`src/include/otfs_pkg.sv`:
```
/*
 * Package for the output terminal function select block: register map,
 * reset values, selection codes, timing constants and the status carrier.
 * Assumes nothing beyond a SystemVerilog compiler.
 */
`default_nettype none

package otfs_pkg;

    // ------------------------------------------------------------
    // Register map (byte addresses)
    // ------------------------------------------------------------
    localparam logic [7:0] OFS_FAST_MODE = 8'h00;
    localparam logic [7:0] OFS_SEL_BASE = 8'h04;
    localparam logic [7:0] OFS_POLARITY = 8'h14;
    localparam logic [7:0] OFS_DLY_BASE = 8'h18;
    localparam logic [7:0] OFS_STATUS = 8'h28;

    // Terminal order: fast switch, first relay, second relay, open collector.
    localparam int NUM_TERM = 4;
    localparam logic [15:0] RST_SEL_FAST = 16'h0000;
    localparam logic [15:0] RST_SEL_RELAY1 = 16'h0002;
    localparam logic [15:0] RST_SEL_RELAY2 = 16'h0000;
    localparam logic [15:0] RST_SEL_OC = 16'h0001;
    localparam logic [15:0] RST_FAST_MODE = 16'h0000;
    localparam logic [3:0] RST_POLARITY = 4'h0;
    localparam logic [15:0] RST_DELAY = 16'h0000;
    localparam logic [15:0] MAX_SEL_CODE = 16'h0028;

    // ------------------------------------------------------------
    // Timing
    // ------------------------------------------------------------
    localparam int CLK_HZ = 100_000_000;
    localparam int DELAY_UNIT_MS = 100;
    localparam int CYCLE_PULSE_MS = 250;
    localparam int DELAY_UNIT_CYCLES = (CLK_HZ / 1000) * DELAY_UNIT_MS;
    localparam int CYCLE_PULSE_CYCLES = (CLK_HZ / 1000) * CYCLE_PULSE_MS;

    // ------------------------------------------------------------
    // Selection codes
    // ------------------------------------------------------------
    typedef enum logic [5:0] {
        SRC_NONE = 6'h00, SRC_FREQ_REACHED = 6'h01, SRC_FREQ_LEVEL = 6'h02,
        SRC_FAULT_STOP = 6'h03, SRC_MOTOR_OVL = 6'h04, SRC_DRIVE_OVL = 6'h05,
        SRC_ZERO_RUN = 6'h06, SRC_ZERO_ALL = 6'h07, SRC_UPPER = 6'h08,
        SRC_LOWER = 6'h09, SRC_SET_COUNT = 6'h0a, SRC_DES_COUNT = 6'h0b,
        SRC_LENGTH = 6'h0c, SRC_CYCLE_DONE = 6'h0d, SRC_RUN_TIME = 6'h0e,
        SRC_FREQ_LIMITED = 6'h0f, SRC_TORQUE_LIMITED = 6'h10, SRC_READY = 6'h11,
        SRC_RUNNING = 6'h12, SRC_ANALOG_CMP = 6'h13, SRC_UNDERVOLT = 6'h14
    } otfs_src_e;

    // Drive conditions delivered by the control logic, all active high levels
    // except cycle_done, a one-cycle event, and the two signed analog input values.
    typedef struct packed {
        logic freq_reached;
        logic frequency_level_detect;
        logic fault_stop;
        logic motor_overload_warn;
        logic drive_overload_warn;
        logic running;
        logic zero_frequency;
        logic upper_limit_reached;
        logic lower_limit_reached;
        logic set_count_reached;
        logic designated_count_reached;
        logic length_exceeded;
        logic cycle_done;
        logic run_time_exceeded;
        logic command_beyond_limit;
        logic speed_control;
        logic torque_at_limit;
        logic power_stable;
        logic fault_present;
        logic undervoltage;
        logic signed [15:0] analog_input_one;
        logic signed [15:0] analog_input_two;
    } otfs_status_s;

    // Terminal pin levels: 1 means connected to common.
    typedef struct packed {
        logic fast_output_terminal;
        logic first_relay;
        logic second_relay;
        logic open_collector_output;
    } otfs_pins_s;

endpackage

`default_nettype wire

```
`src/rtl/otfs_top.sv`:
```
/*
 * Output terminal function select: an APB slave holding the terminal
 * selections, polarity and delays, which routes drive conditions onto the
 * fast output terminal, two relays and an open-collector output.
 * Assumes the drive status arrives synchronous to CLOCK and that the pulse
 * train for the fast terminal is produced by the frequency scaling logic.
 */
// The placing of the registers and the APB slave port were left to the implementer.
`timescale 1ns/10ps
`default_nettype none

module otfs_top #(
    parameter int DELAY_UNIT_CYC = otfs_pkg::DELAY_UNIT_CYCLES,
    parameter int CYCLE_PULSE_CYC = otfs_pkg::CYCLE_PULSE_CYCLES
) (
    input wire logic CLOCK,
    input wire logic NRST,
    input wire logic CE,
    input wire logic PSEL,
    input wire logic PENABLE,
    input wire logic PWRITE,
    input wire logic [7:0] PADDR,
    input wire logic [31:0] PWDATA,
    input wire logic [3:0] PSTRB,
    output logic [31:0] PRDATA,
    output logic PREADY,
    output logic PSLVERR,
    input wire otfs_pkg::otfs_status_s STATUS,
    input wire logic PULSE_TRAIN,
    output otfs_pkg::otfs_pins_s PINS
);

    // ------------------------------------------------------------
    // State
    // ------------------------------------------------------------
    typedef struct packed {
        logic fast_mode;
        logic [3:0][15:0] sel;
        logic [3:0] polarity;
        logic [3:0][15:0] delay;
        logic [3:0] active;
        logic [3:0][15:0] elapsed;
        logic [31:0] unit_cnt;
        logic [31:0] pulse_cnt;
        logic [31:0] rdata;
        logic err;
        logic [3:0] pin_lvl;
        logic pulse_lvl;
    } otfs_state_s;

    otfs_state_s st_q;
    otfs_state_s st_d;

    // ------------------------------------------------------------
    // Source decode
    // ------------------------------------------------------------
    function automatic logic otfs_source(input logic [15:0] code, input otfs_pkg::otfs_status_s s,
                                         input logic cyc_pulse);
        logic on;
        on = 1'b0;
        if (code <= otfs_pkg::MAX_SEL_CODE) begin
            case (otfs_pkg::otfs_src_e'(code[5:0]))
                otfs_pkg::SRC_NONE: on = 1'b0;
                otfs_pkg::SRC_FREQ_REACHED: on = s.freq_reached;
                otfs_pkg::SRC_FREQ_LEVEL: on = s.frequency_level_detect;
                otfs_pkg::SRC_FAULT_STOP: on = s.fault_stop;
                otfs_pkg::SRC_MOTOR_OVL: on = s.motor_overload_warn;
                otfs_pkg::SRC_DRIVE_OVL: on = s.drive_overload_warn;
                otfs_pkg::SRC_ZERO_RUN: on = s.running & s.zero_frequency;
                otfs_pkg::SRC_ZERO_ALL: on = s.zero_frequency | ~s.running;
                otfs_pkg::SRC_UPPER: on = s.upper_limit_reached;
                otfs_pkg::SRC_LOWER: on = s.running & s.lower_limit_reached;
                otfs_pkg::SRC_SET_COUNT: on = s.set_count_reached;
                otfs_pkg::SRC_DES_COUNT: on = s.designated_count_reached;
                otfs_pkg::SRC_LENGTH: on = s.length_exceeded;
                otfs_pkg::SRC_CYCLE_DONE: on = cyc_pulse;
                otfs_pkg::SRC_RUN_TIME: on = s.run_time_exceeded;
                otfs_pkg::SRC_FREQ_LIMITED: begin
                    on = s.command_beyond_limit & (s.upper_limit_reached | s.lower_limit_reached);
                end
                otfs_pkg::SRC_TORQUE_LIMITED: on = s.speed_control & s.torque_at_limit;
                otfs_pkg::SRC_READY: on = s.power_stable & ~s.fault_present & ~s.running;
                otfs_pkg::SRC_RUNNING: on = s.running;
                otfs_pkg::SRC_ANALOG_CMP: on = s.analog_input_one > s.analog_input_two;
                otfs_pkg::SRC_UNDERVOLT: on = s.undervoltage;
                default: on = 1'b0;
            endcase
        end
        return on;
    endfunction

    // ------------------------------------------------------------
    // Next state
    // ------------------------------------------------------------
    logic setup;
    logic wr_acc;
    logic cyc_pulse;
    logic unit_tick;
    logic [3:0] raw;
    logic [7:0] idx;

    assign setup = PSEL & ~PENABLE;
    assign wr_acc = PSEL & PENABLE & PWRITE;
    assign cyc_pulse = st_q.pulse_cnt != 32'h0000_0000;
    assign unit_tick = st_q.unit_cnt == 32'(DELAY_UNIT_CYC - 1);

    always_comb begin
        st_d = st_q;
        idx = 8'h00;

        // Register writes land at the access phase; only the low two lanes hold bits.
        if (wr_acc) begin
            if (PADDR == otfs_pkg::OFS_FAST_MODE) begin
                if (PSTRB[0]) begin
                    st_d.fast_mode = PWDATA[0];
                end
            end else if (PADDR >= otfs_pkg::OFS_SEL_BASE && PADDR < otfs_pkg::OFS_POLARITY
                         && PADDR[1:0] == 2'b00) begin
                idx = (PADDR - otfs_pkg::OFS_SEL_BASE) >> 2;
                if (PSTRB[0]) begin
                    st_d.sel[idx[1:0]][7:0] = PWDATA[7:0];
                end
                if (PSTRB[1]) begin
                    st_d.sel[idx[1:0]][15:8] = PWDATA[15:8];
                end
            end else if (PADDR == otfs_pkg::OFS_POLARITY) begin
                if (PSTRB[0]) begin
                    st_d.polarity = PWDATA[3:0];
                end
            end else if (PADDR >= otfs_pkg::OFS_DLY_BASE && PADDR < otfs_pkg::OFS_STATUS
                         && PADDR[1:0] == 2'b00) begin
                idx = (PADDR - otfs_pkg::OFS_DLY_BASE) >> 2;
                if (PSTRB[0]) begin
                    st_d.delay[idx[1:0]][7:0] = PWDATA[7:0];
                end
                if (PSTRB[1]) begin
                    st_d.delay[idx[1:0]][15:8] = PWDATA[15:8];
                end
            end
        end

        // Read data and the error answer are prepared in the setup phase.
        if (setup) begin
            st_d.err = 1'b0;
            st_d.rdata = 32'h0000_0000;
            if (PADDR[1:0] != 2'b00) begin
                st_d.err = 1'b1;
            end else if (PADDR == otfs_pkg::OFS_FAST_MODE) begin
                st_d.rdata = {31'h0000_0000, st_q.fast_mode};
            end else if (PADDR >= otfs_pkg::OFS_SEL_BASE && PADDR < otfs_pkg::OFS_POLARITY) begin
                idx = (PADDR - otfs_pkg::OFS_SEL_BASE) >> 2;
                st_d.rdata = {16'h0000, st_q.sel[idx[1:0]]};
            end else if (PADDR == otfs_pkg::OFS_POLARITY) begin
                st_d.rdata = {28'h000_0000, st_q.polarity};
            end else if (PADDR >= otfs_pkg::OFS_DLY_BASE && PADDR < otfs_pkg::OFS_STATUS) begin
                idx = (PADDR - otfs_pkg::OFS_DLY_BASE) >> 2;
                st_d.rdata = {16'h0000, st_q.delay[idx[1:0]]};
            end else if (PADDR == otfs_pkg::OFS_STATUS) begin
                st_d.rdata = {23'h00_0000, cyc_pulse, st_q.pin_lvl, st_q.active};
            end else begin
                st_d.err = 1'b1;
            end
        end

        // A new cycle event restarts the pulse, so back-to-back cycles stretch it.
        if (STATUS.cycle_done) begin
            st_d.pulse_cnt = 32'(CYCLE_PULSE_CYC);
        end else if (cyc_pulse) begin
            st_d.pulse_cnt = st_q.pulse_cnt - 32'h0000_0001;
        end

        // Shared tenth-of-a-second time base for the output delays.
        st_d.unit_cnt = unit_tick ? 32'h0000_0000 : st_q.unit_cnt + 32'h0000_0001;

        // A change must persist for the full delay; a bounce back restarts it.
        for (int t = 0; t < otfs_pkg::NUM_TERM; t++) begin
            raw[t] = otfs_source(st_q.sel[t], STATUS, cyc_pulse);
            if (raw[t] == st_q.active[t]) begin
                st_d.elapsed[t] = 16'h0000;
            end else if (st_q.elapsed[t] >= st_q.delay[t]) begin
                st_d.active[t] = raw[t];
                st_d.elapsed[t] = 16'h0000;
            end else if (unit_tick) begin
                st_d.elapsed[t] = st_q.elapsed[t] + 16'h0001;
            end
            st_d.pin_lvl[t] = st_q.active[t] ^ st_q.polarity[t];
        end

        st_d.pulse_lvl = PULSE_TRAIN;
    end

    // ------------------------------------------------------------
    // Registers
    // ------------------------------------------------------------
    always_ff @(posedge CLOCK) begin
        if (!NRST) begin
            st_q <= '0;
            st_q.fast_mode <= otfs_pkg::RST_FAST_MODE[0];
            st_q.sel[0] <= otfs_pkg::RST_SEL_FAST;
            st_q.sel[1] <= otfs_pkg::RST_SEL_RELAY1;
            st_q.sel[2] <= otfs_pkg::RST_SEL_RELAY2;
            st_q.sel[3] <= otfs_pkg::RST_SEL_OC;
            st_q.polarity <= otfs_pkg::RST_POLARITY;
            for (int t = 0; t < otfs_pkg::NUM_TERM; t++) begin
                st_q.delay[t] <= otfs_pkg::RST_DELAY;
            end
        end else if (CE) begin
            st_q <= st_d;
        end
    end

    // ------------------------------------------------------------
    // Outputs
    // ------------------------------------------------------------
    assign PREADY = 1'b1;
    assign PRDATA = st_q.rdata;
    assign PSLVERR = PSEL & PENABLE & st_q.err;

    always_comb begin
        PINS.fast_output_terminal = st_q.fast_mode ? st_q.pin_lvl[0] : st_q.pulse_lvl;
        PINS.first_relay = st_q.pin_lvl[1];
        PINS.second_relay = st_q.pin_lvl[2];
        PINS.open_collector_output = st_q.pin_lvl[3];
    end

endmodule

`default_nettype wire

```
`config.mk`:
```
export PLATFORM = sky130hd
export DESIGN_NAME = otfs_top
export DESIGN_NICKNAME = d
export VERILOG_FILES = /design/src/include/otfs_pkg.sv /design/src/rtl/otfs_top.sv
export SDC_FILE = /design/constraint.sdc
export NUM_CORES = 1
export LEC_CHECK = 0
export BUFFER_PORTS_ARGS = -buffer_cell sky130_fd_sc_hd__buf_2
export CORE_MARGIN = 4
export CORE_UTILIZATION = 50
export CTS_CLUSTER_DIAMETER = 200
export DETAILED_ROUTE_END_ITERATION = 8
export GPL_ROUTABILITY_DRIVEN = 0
export GPL_TIMING_DRIVEN = 0
export PLACE_DENSITY = 0.71
export SLEW_MARGIN = 20
export SYNTH_ARGS = -nofsm -noshare
export SYNTH_HDL_FRONTEND = slang
export SYNTH_SLANG_ARGS = --single-unit
```
`constraint.sdc`:
```
create_clock -name CLOCK -period 3.76 [get_ports CLOCK]
set_input_delay 0.752 -clock CLOCK [delete_from_list [all_inputs] [get_ports CLOCK]]
set_output_delay 0.752 -clock CLOCK [all_outputs]
set_load 0.005 [all_outputs]
```
# Word-level counts from Yosys, hierarchy flattened
# Cells that the tools add are included.
dict set report word_totals {
  ff_bits 303
}
dict set report classes {
  magnitude_cmp 17
  addsub 8
  bitwise_logic 26
  n_mux 64
  n_reduce_logical 29
  n_eq_ne 87
}
# cell count
set ops {}
lappend ops {{$mux 64} 12}
lappend ops {{$mux 16} 20}
lappend ops {{$bwmux 64} 4}
lappend ops {{$eq 6x4->1 const B} 32}
lappend ops {{$demux 16 s2} 4}
lappend ops {{$mux 32} 4}
lappend ops {{$eq 6x5->1 const B} 20}
lappend ops {{$eq 6x3->1 const B} 16}
lappend ops {{$pmux 1 s20} 4}
lappend ops {{$add 16x1->16 const B} 4}
lappend ops {{$bmux 16 s2} 2}
lappend ops {{$ge 16x16->1} 4}
lappend ops {{$le 16x6->1 const B} 4}
lappend ops {{$eq 6x2->1 const B} 8}
lappend ops {{$add 32x1->32 const B} 1}
lappend ops {{$eq 32x24->1 const B} 1}
lappend ops {{$reduce_bool 32->1} 1}
lappend ops {{$sub 32x1->32 const B} 1}
lappend ops {{$eq 6x1->1 const B} 4}
lappend ops {{$gt 16x16->1} 1}
lappend ops {{$mux 8} 2}
lappend ops {{$reduce_and 2->1} 6}
lappend ops {{$reduce_and 3->1} 4}
lappend ops {{$reduce_and 6->1} 2}
lappend ops {{23 further kinds} 70}

# Longest topological paths before layout
dict set report depth {
  word_depth 14
  mapped_depth 14
  mapped_depth_nobuf 11
}

# Worst setup path after synthesis
# No wires, ideal clock.
dict set report synth_path {
  path_kind {input-to-reg}
  startpoint {in PADDR[2]}
  endpoint {reg st_q[212] (netlist bit)}
  required_time_ns 3.690
  arrival_time_ns 3.648
  path_slack_ns 0.041
  stages 14
  n_path_buf 4
  path_cell_list {clkbuf_1 clkbuf_1 inv_1 ha_1 or3b_2 a211oi_1 o21ai_0 nor2_1 nor4b_1 and2_1 clkbuf_1 clkbuf_1 nand3_1 a21oi_1}
}
dict set report synth_between {
  elab_chain_len 11
}
# element line_no
set synth_rtl {}
lappend synth_rtl {{start: declaration} otfs_top.sv:22} ;# input wire logic [7:0] PADDR,
lappend synth_rtl {{$sub 4x4->4} otfs_top.sv:132} ;# idx = (PADDR - otfs_pkg::OFS_DLY_BASE) >> 2;
lappend synth_rtl {{$demux 16 s2} otfs_top.sv:134} ;# st_d.delay[idx[1:0]][7:0] = PWDATA[7:0];
lappend synth_rtl {{$bwmux 64} otfs_top.sv:134}
lappend synth_rtl {{$mux 64} otfs_top.sv:133} ;# if (PSTRB[0]) begin
lappend synth_rtl {{$mux 64} otfs_top.sv:130} ;# end else if (PADDR >= otfs_pkg::OFS_DLY_BASE && PADDR < otfs_pkg::OFS_STATUS
lappend synth_rtl {{$mux 64} otfs_top.sv:126} ;# end else if (PADDR == otfs_pkg::OFS_POLARITY) begin
lappend synth_rtl {{$mux 64} otfs_top.sv:117} ;# end else if (PADDR >= otfs_pkg::OFS_SEL_BASE && PADDR < otfs_pkg::OFS_POLARITY
lappend synth_rtl {{$mux 64} otfs_top.sv:113} ;# if (PADDR == otfs_pkg::OFS_FAST_MODE) begin
lappend synth_rtl {{$mux 64} otfs_top.sv:112} ;# if (wr_acc) begin
lappend synth_rtl {{$bwmux 64} otfs_top.sv:137} ;# st_d.delay[idx[1:0]][15:8] = PWDATA[15:8];
lappend synth_rtl {{$mux 64} otfs_top.sv:136} ;# if (PSTRB[1]) begin
lappend synth_rtl {{end signal: assignment} otfs_top.sv:208} ;# st_q <= st_d;
lappend synth_rtl {{end: declaration} otfs_top.sv:51} ;# otfs_state_s st_q;
# Parallel ways exist; a longest one is shown, timed or not. The select of a mux whose other input is x is not followed.
# A chain may end at the register's enable or synchronous reset.

# Final worst setup path
dict set report layout_path {
  startpoint {in PADDR[2]}
  endpoint {reg st_q (netlist bit PRDATA[8])}
}
dict set report layout_between {
  elab_chain_len 8
}
# element line_no
set layout_rtl {}
lappend layout_rtl {{$sub 4x4->4} otfs_top.sv:156} ;# idx = (PADDR - otfs_pkg::OFS_DLY_BASE) >> 2;
lappend layout_rtl {{$bmux 16 s2} otfs_top.sv:157} ;# st_d.rdata = {16'h0000, st_q.delay[idx[1:0]]};
lappend layout_rtl {{$mux 16 (not written as such)} otfs_top.sv:157}
lappend layout_rtl {{$mux 16} otfs_top.sv:155} ;# end else if (PADDR >= otfs_pkg::OFS_DLY_BASE && PADDR < otfs_pkg::OFS_STATUS) begin
lappend layout_rtl {{$mux 16} otfs_top.sv:153} ;# end else if (PADDR == otfs_pkg::OFS_POLARITY) begin
lappend layout_rtl {{$mux 16} otfs_top.sv:150} ;# end else if (PADDR >= otfs_pkg::OFS_SEL_BASE && PADDR < otfs_pkg::OFS_POLARITY) begin
lappend layout_rtl {{$mux 16 *} otfs_top.sv:148} ;# end else if (PADDR == otfs_pkg::OFS_FAST_MODE) begin
lappend layout_rtl {{$mux 32 *} otfs_top.sv:146} ;# if (PADDR[1:0] != 2'b00) begin
# Every way passes the cells marked *; elsewhere a longest branch is shown, timed or not. The select of a mux whose other input is x is not followed.

==> results.py <==
metrics = {
    "floorplan": {
        "start_util": 0.510,
        "fp.dieH_um": 193,
        "pin_count": 141,
        "core.rowCount": 67,
        "core_area_um2": 33700,
        "chipWidth_um": 193,
        "die_area_um2": 37400,
    },
    "timing": {
        "fin_crit_sh": 0.972,
        "max_freq_mhz": 274,
        "slew-limit-headroom": 0.289,
        "post-route-min-period_ns": 3.65,
        "fin_worst_skew_ns": 0.0110,
        "hold_slack_ns": 0.436,
        "rsz0062_at_grt": "yes",
        "hold_viol_final": 0,
        "fin_ws_ns": 0.105,
        "finalMaxSlewViolations": 0,
        "finalSetupViolCount": 0,
        "tightestPinTransition_ns": 1.06,
        "setup-tns-final_ns": 0,
    },
    "setup_path": {
        "cp_slowest_stage_delay_ns": 0.46,
        "path_class": "primary input to register",
        "cp_slowest_cell": "or3b_2",
        "critical_path_required_ns": 4.26,
        "crit_path_max_fanout": 10,
        "worstPathCellList": "buf_2, clkbuf_1, clkbuf_4, inv_1, ha_1, or3b_2, a211oi_1, o21ai_1, nor2_2, clkbuf_1, a22oi_1, o21ai_0, a22oi_1, nor2b_1",
        "path_delay_family": "buffers and inverters",
        "crit_buf_inv": 5,
        "endpoint_kind": "register",
        "cp.arrival_ns": 4.15,
        "worstSetupStartpointType": "primary input",
    },
    "logic_synthesis": {
        "ys.flop_type": "dfxtp_1",
        "synthXorXnorAreaFrac": 0.0341,
        "synth_top_family_by_area": "simple AND/OR/NAND/NOR gates",
        "synth_edf_count": 0,
        "ys_seq_area_frac": 0.334,
        "synth-simple-area-share": 0.253,
        "async_reset_ff_frac": 0,
        "yosys.cell_types.count": 83,
        "yosysWarningCount": 0,
        "syn_area_um2": 17200,
        "synth_fa_ha_area_frac": 0.0655,
        "syn_area_per_cell_um2": 8.04,
        "synth-compound-area-share": 0.177,
        "netlist_instances": 2138,
        "ys_ff_latch": 287,
        "synthMuxAreaShare": 0.0654,
    },
    "cts": {
        "path_clk_slew_ns": 0.06,
        "cts_tree": "done",
        "cts_buffers": 31,
        "h-tree-depth": 1,
        "clk_path_buf_depth": 3,
        "clkSinkCount": 287,
        "worst_skew_pair.late_latency_ns": 0.57,
        "clock-root-buffer": "clkbuf_16",
    },
    "final_layout": {
        "antenna_cells": 0,
        "n_fill_cell": 3097,
        "final_cell_mix": "nand2_1, dfxtp_1, a21oi_1",
        "layout-drive-gt1-share": 0.127,
        "layout_commonest_cell": "nand2_1",
        "final_nets": 2471,
        "area_growth_pct": 13.5,
        "stdcell_area_um2": 19500,
    },
    "grt": {
        "grt_use_met2": 0.435,
        "global_route.overflow_total": 0,
        "grt_usage": 0.279,
        "grt_antenna_before_repair": 2,
        "grtUsageMet3": 0.0501,
        "grt_pass1_vias": 15653,
        "grt_use_met1": 0.392,
        "grt_pass1_wl_um": 86100,
        "grt-busiest-layer": "met2",
        "grt_start_max_net_pins": 15,
    },
    "routing": {
        "dr_total_vias": 16953,
        "ant_nets": 0,
        "firstDrtPassIters": 7,
        "wirelength_um": 55700,
        "via_per_inst": 6.17,
        "routedWlPerCell_um": 20.3,
        "drc": 0,
        "drt-initial-drc-count": 2025,
    },
    "placed_design": {
        "placed_cell_area_um2": 18300,
        "dp_hpwl_um": 41800,
        "portBuffers": 89,
        "pre_cts_slack_ns": -1.14,
    },
    "power_and_ir_drop": {
        "irDropWorstVdd_mv": 0.352,
        "leakage_uw": 0.00724,
        "total_power_uw": 7040,
        "p_per_area_nw_per_um2": 361,
    },
    "run": {
        "cap_violations": 0,
    },
    "hold_path": {
        "hp-class": "primary input to register",
    },
    "status": {
        "status": "finished, final reports clean",
    },
}
[flip-flops by register name (all words and copies together), names as in the netlist]
register,cells
st_q,268
PRDATA,16
PINS,3
[path summary, 6_finish.rpt]
check                           slack, ns   startpoint  cells past startpoint         to
worst max-delay path                 0.11     PADDR[2]                     14  PRDATA[8]
worst min-delay path                 0.44  PULSE_TRAIN                      3    st_q[0]
worst max register to register       0.17    st_q[241]                      9  st_q[105]
worst min register to register       0.47    st_q[263]                      2  st_q[263]
[final cells by class]
| type | count | area, um2 | share of cell area |
|---|---|---|---|
| Buffer | 160 | 774 | 0.0397 |
| Clock inverter | 13 | 218 | 0.0112 |
| Timing Repair Buffer | 96 | 495 | 0.0254 |
| Clock buffer | 42 | 867 | 0.0444 |
| Sequential cell | 287 | 5750 | 0.294 |
| Inverter | 115 | 432 | 0.0221 |
| Multi-Input combinational cell | 1587 | 10400 | 0.534 |
| Tap cell | 448 | 561 | 0.0287 |
[logic make-up (layout without fill, tap and decap cells)]
| logic type | Yosys count | count (layout) |
|---|---|---|
| fa+ha+maj | 90 | 90 |
| other cells | 2 | 17 |
| xor+xnor | 66 | 66 |
| simple gates | 879 | 879 |
| compound gates | 465 | 465 |
| buf+inv | 279 | 426 |
| mux | 70 | 70 |
| flops | 287 | 287 |
[what timing repair did]
| item | 4_1_cts | 5_1_grt |
|---|---|---|
| hold buffers | 0 | 0 |
| resized for setup | 15 | 18 |
| setup endpoints to repair | 153 | 159 |
| hold endpoints to repair | 0 | 0 |
| pin swaps | 0 | 1 |
| cloned | 0 | 0 |
| setup buffers | 0 | 5 |
[power breakdown]
group	total (uW)	switching [uW]	internal, uW	leakage, uW
logic	624	404	219	0.00439
clock network	3300	1290	2010	0.000533
registers	3120	40.1	3080	0.00232
total	7040	1730	5310	0.00724
[stage by stage]
stage	std cells	util
6_report	2748	0.579
3_5_place_dp	2692	0.543
5_1_grt	2748	0.579
3_3_place_gp	2690	0.542
2_1_floorplan	2153	-
4_1_cts	2746	0.576
[Yosys cell counts (31+ instances only)]
master    instances  area, um2
xnor2_1          35        307
mux4_2           33        743
inv_1           114        428
and3_1           46        288
o21ai_0          59        295
a21boi_0         48        360
nor2b_1          37        231
ha_1             90       1130
o211ai_1         31        233
a21oi_1         162        811
dfxtp_1         287       5750
clkbuf_1        108        405
nand2_1         306       1150
nand3_1         142        711
nor4_1           31        194
nor3_1           40        200
nor2_1          128        480
nand4_1          40        250
buf_4            36        270
[routing by layer]
layer  share of wire  vias up
li1                -     7859
met1            0.42     7935
met2            0.44      990
met3            0.11      165
met4           0.043        4
met5         0.00048        -
[worst reg2reg max path: stages, from the launching register on]
cell,delay (ns)
dfxtp_1,0.32
clkbuf_1,0.34
clkbuf_1,0.47
nor3_1,0.11
a2111oi_1,0.98
o21a_1,0.36
mux2i_4,0.33
nor2_1,0.13
clkbuf_4,0.21
a31o_2,0.24
No activity file was read; power rests on OpenSTA's default activity.
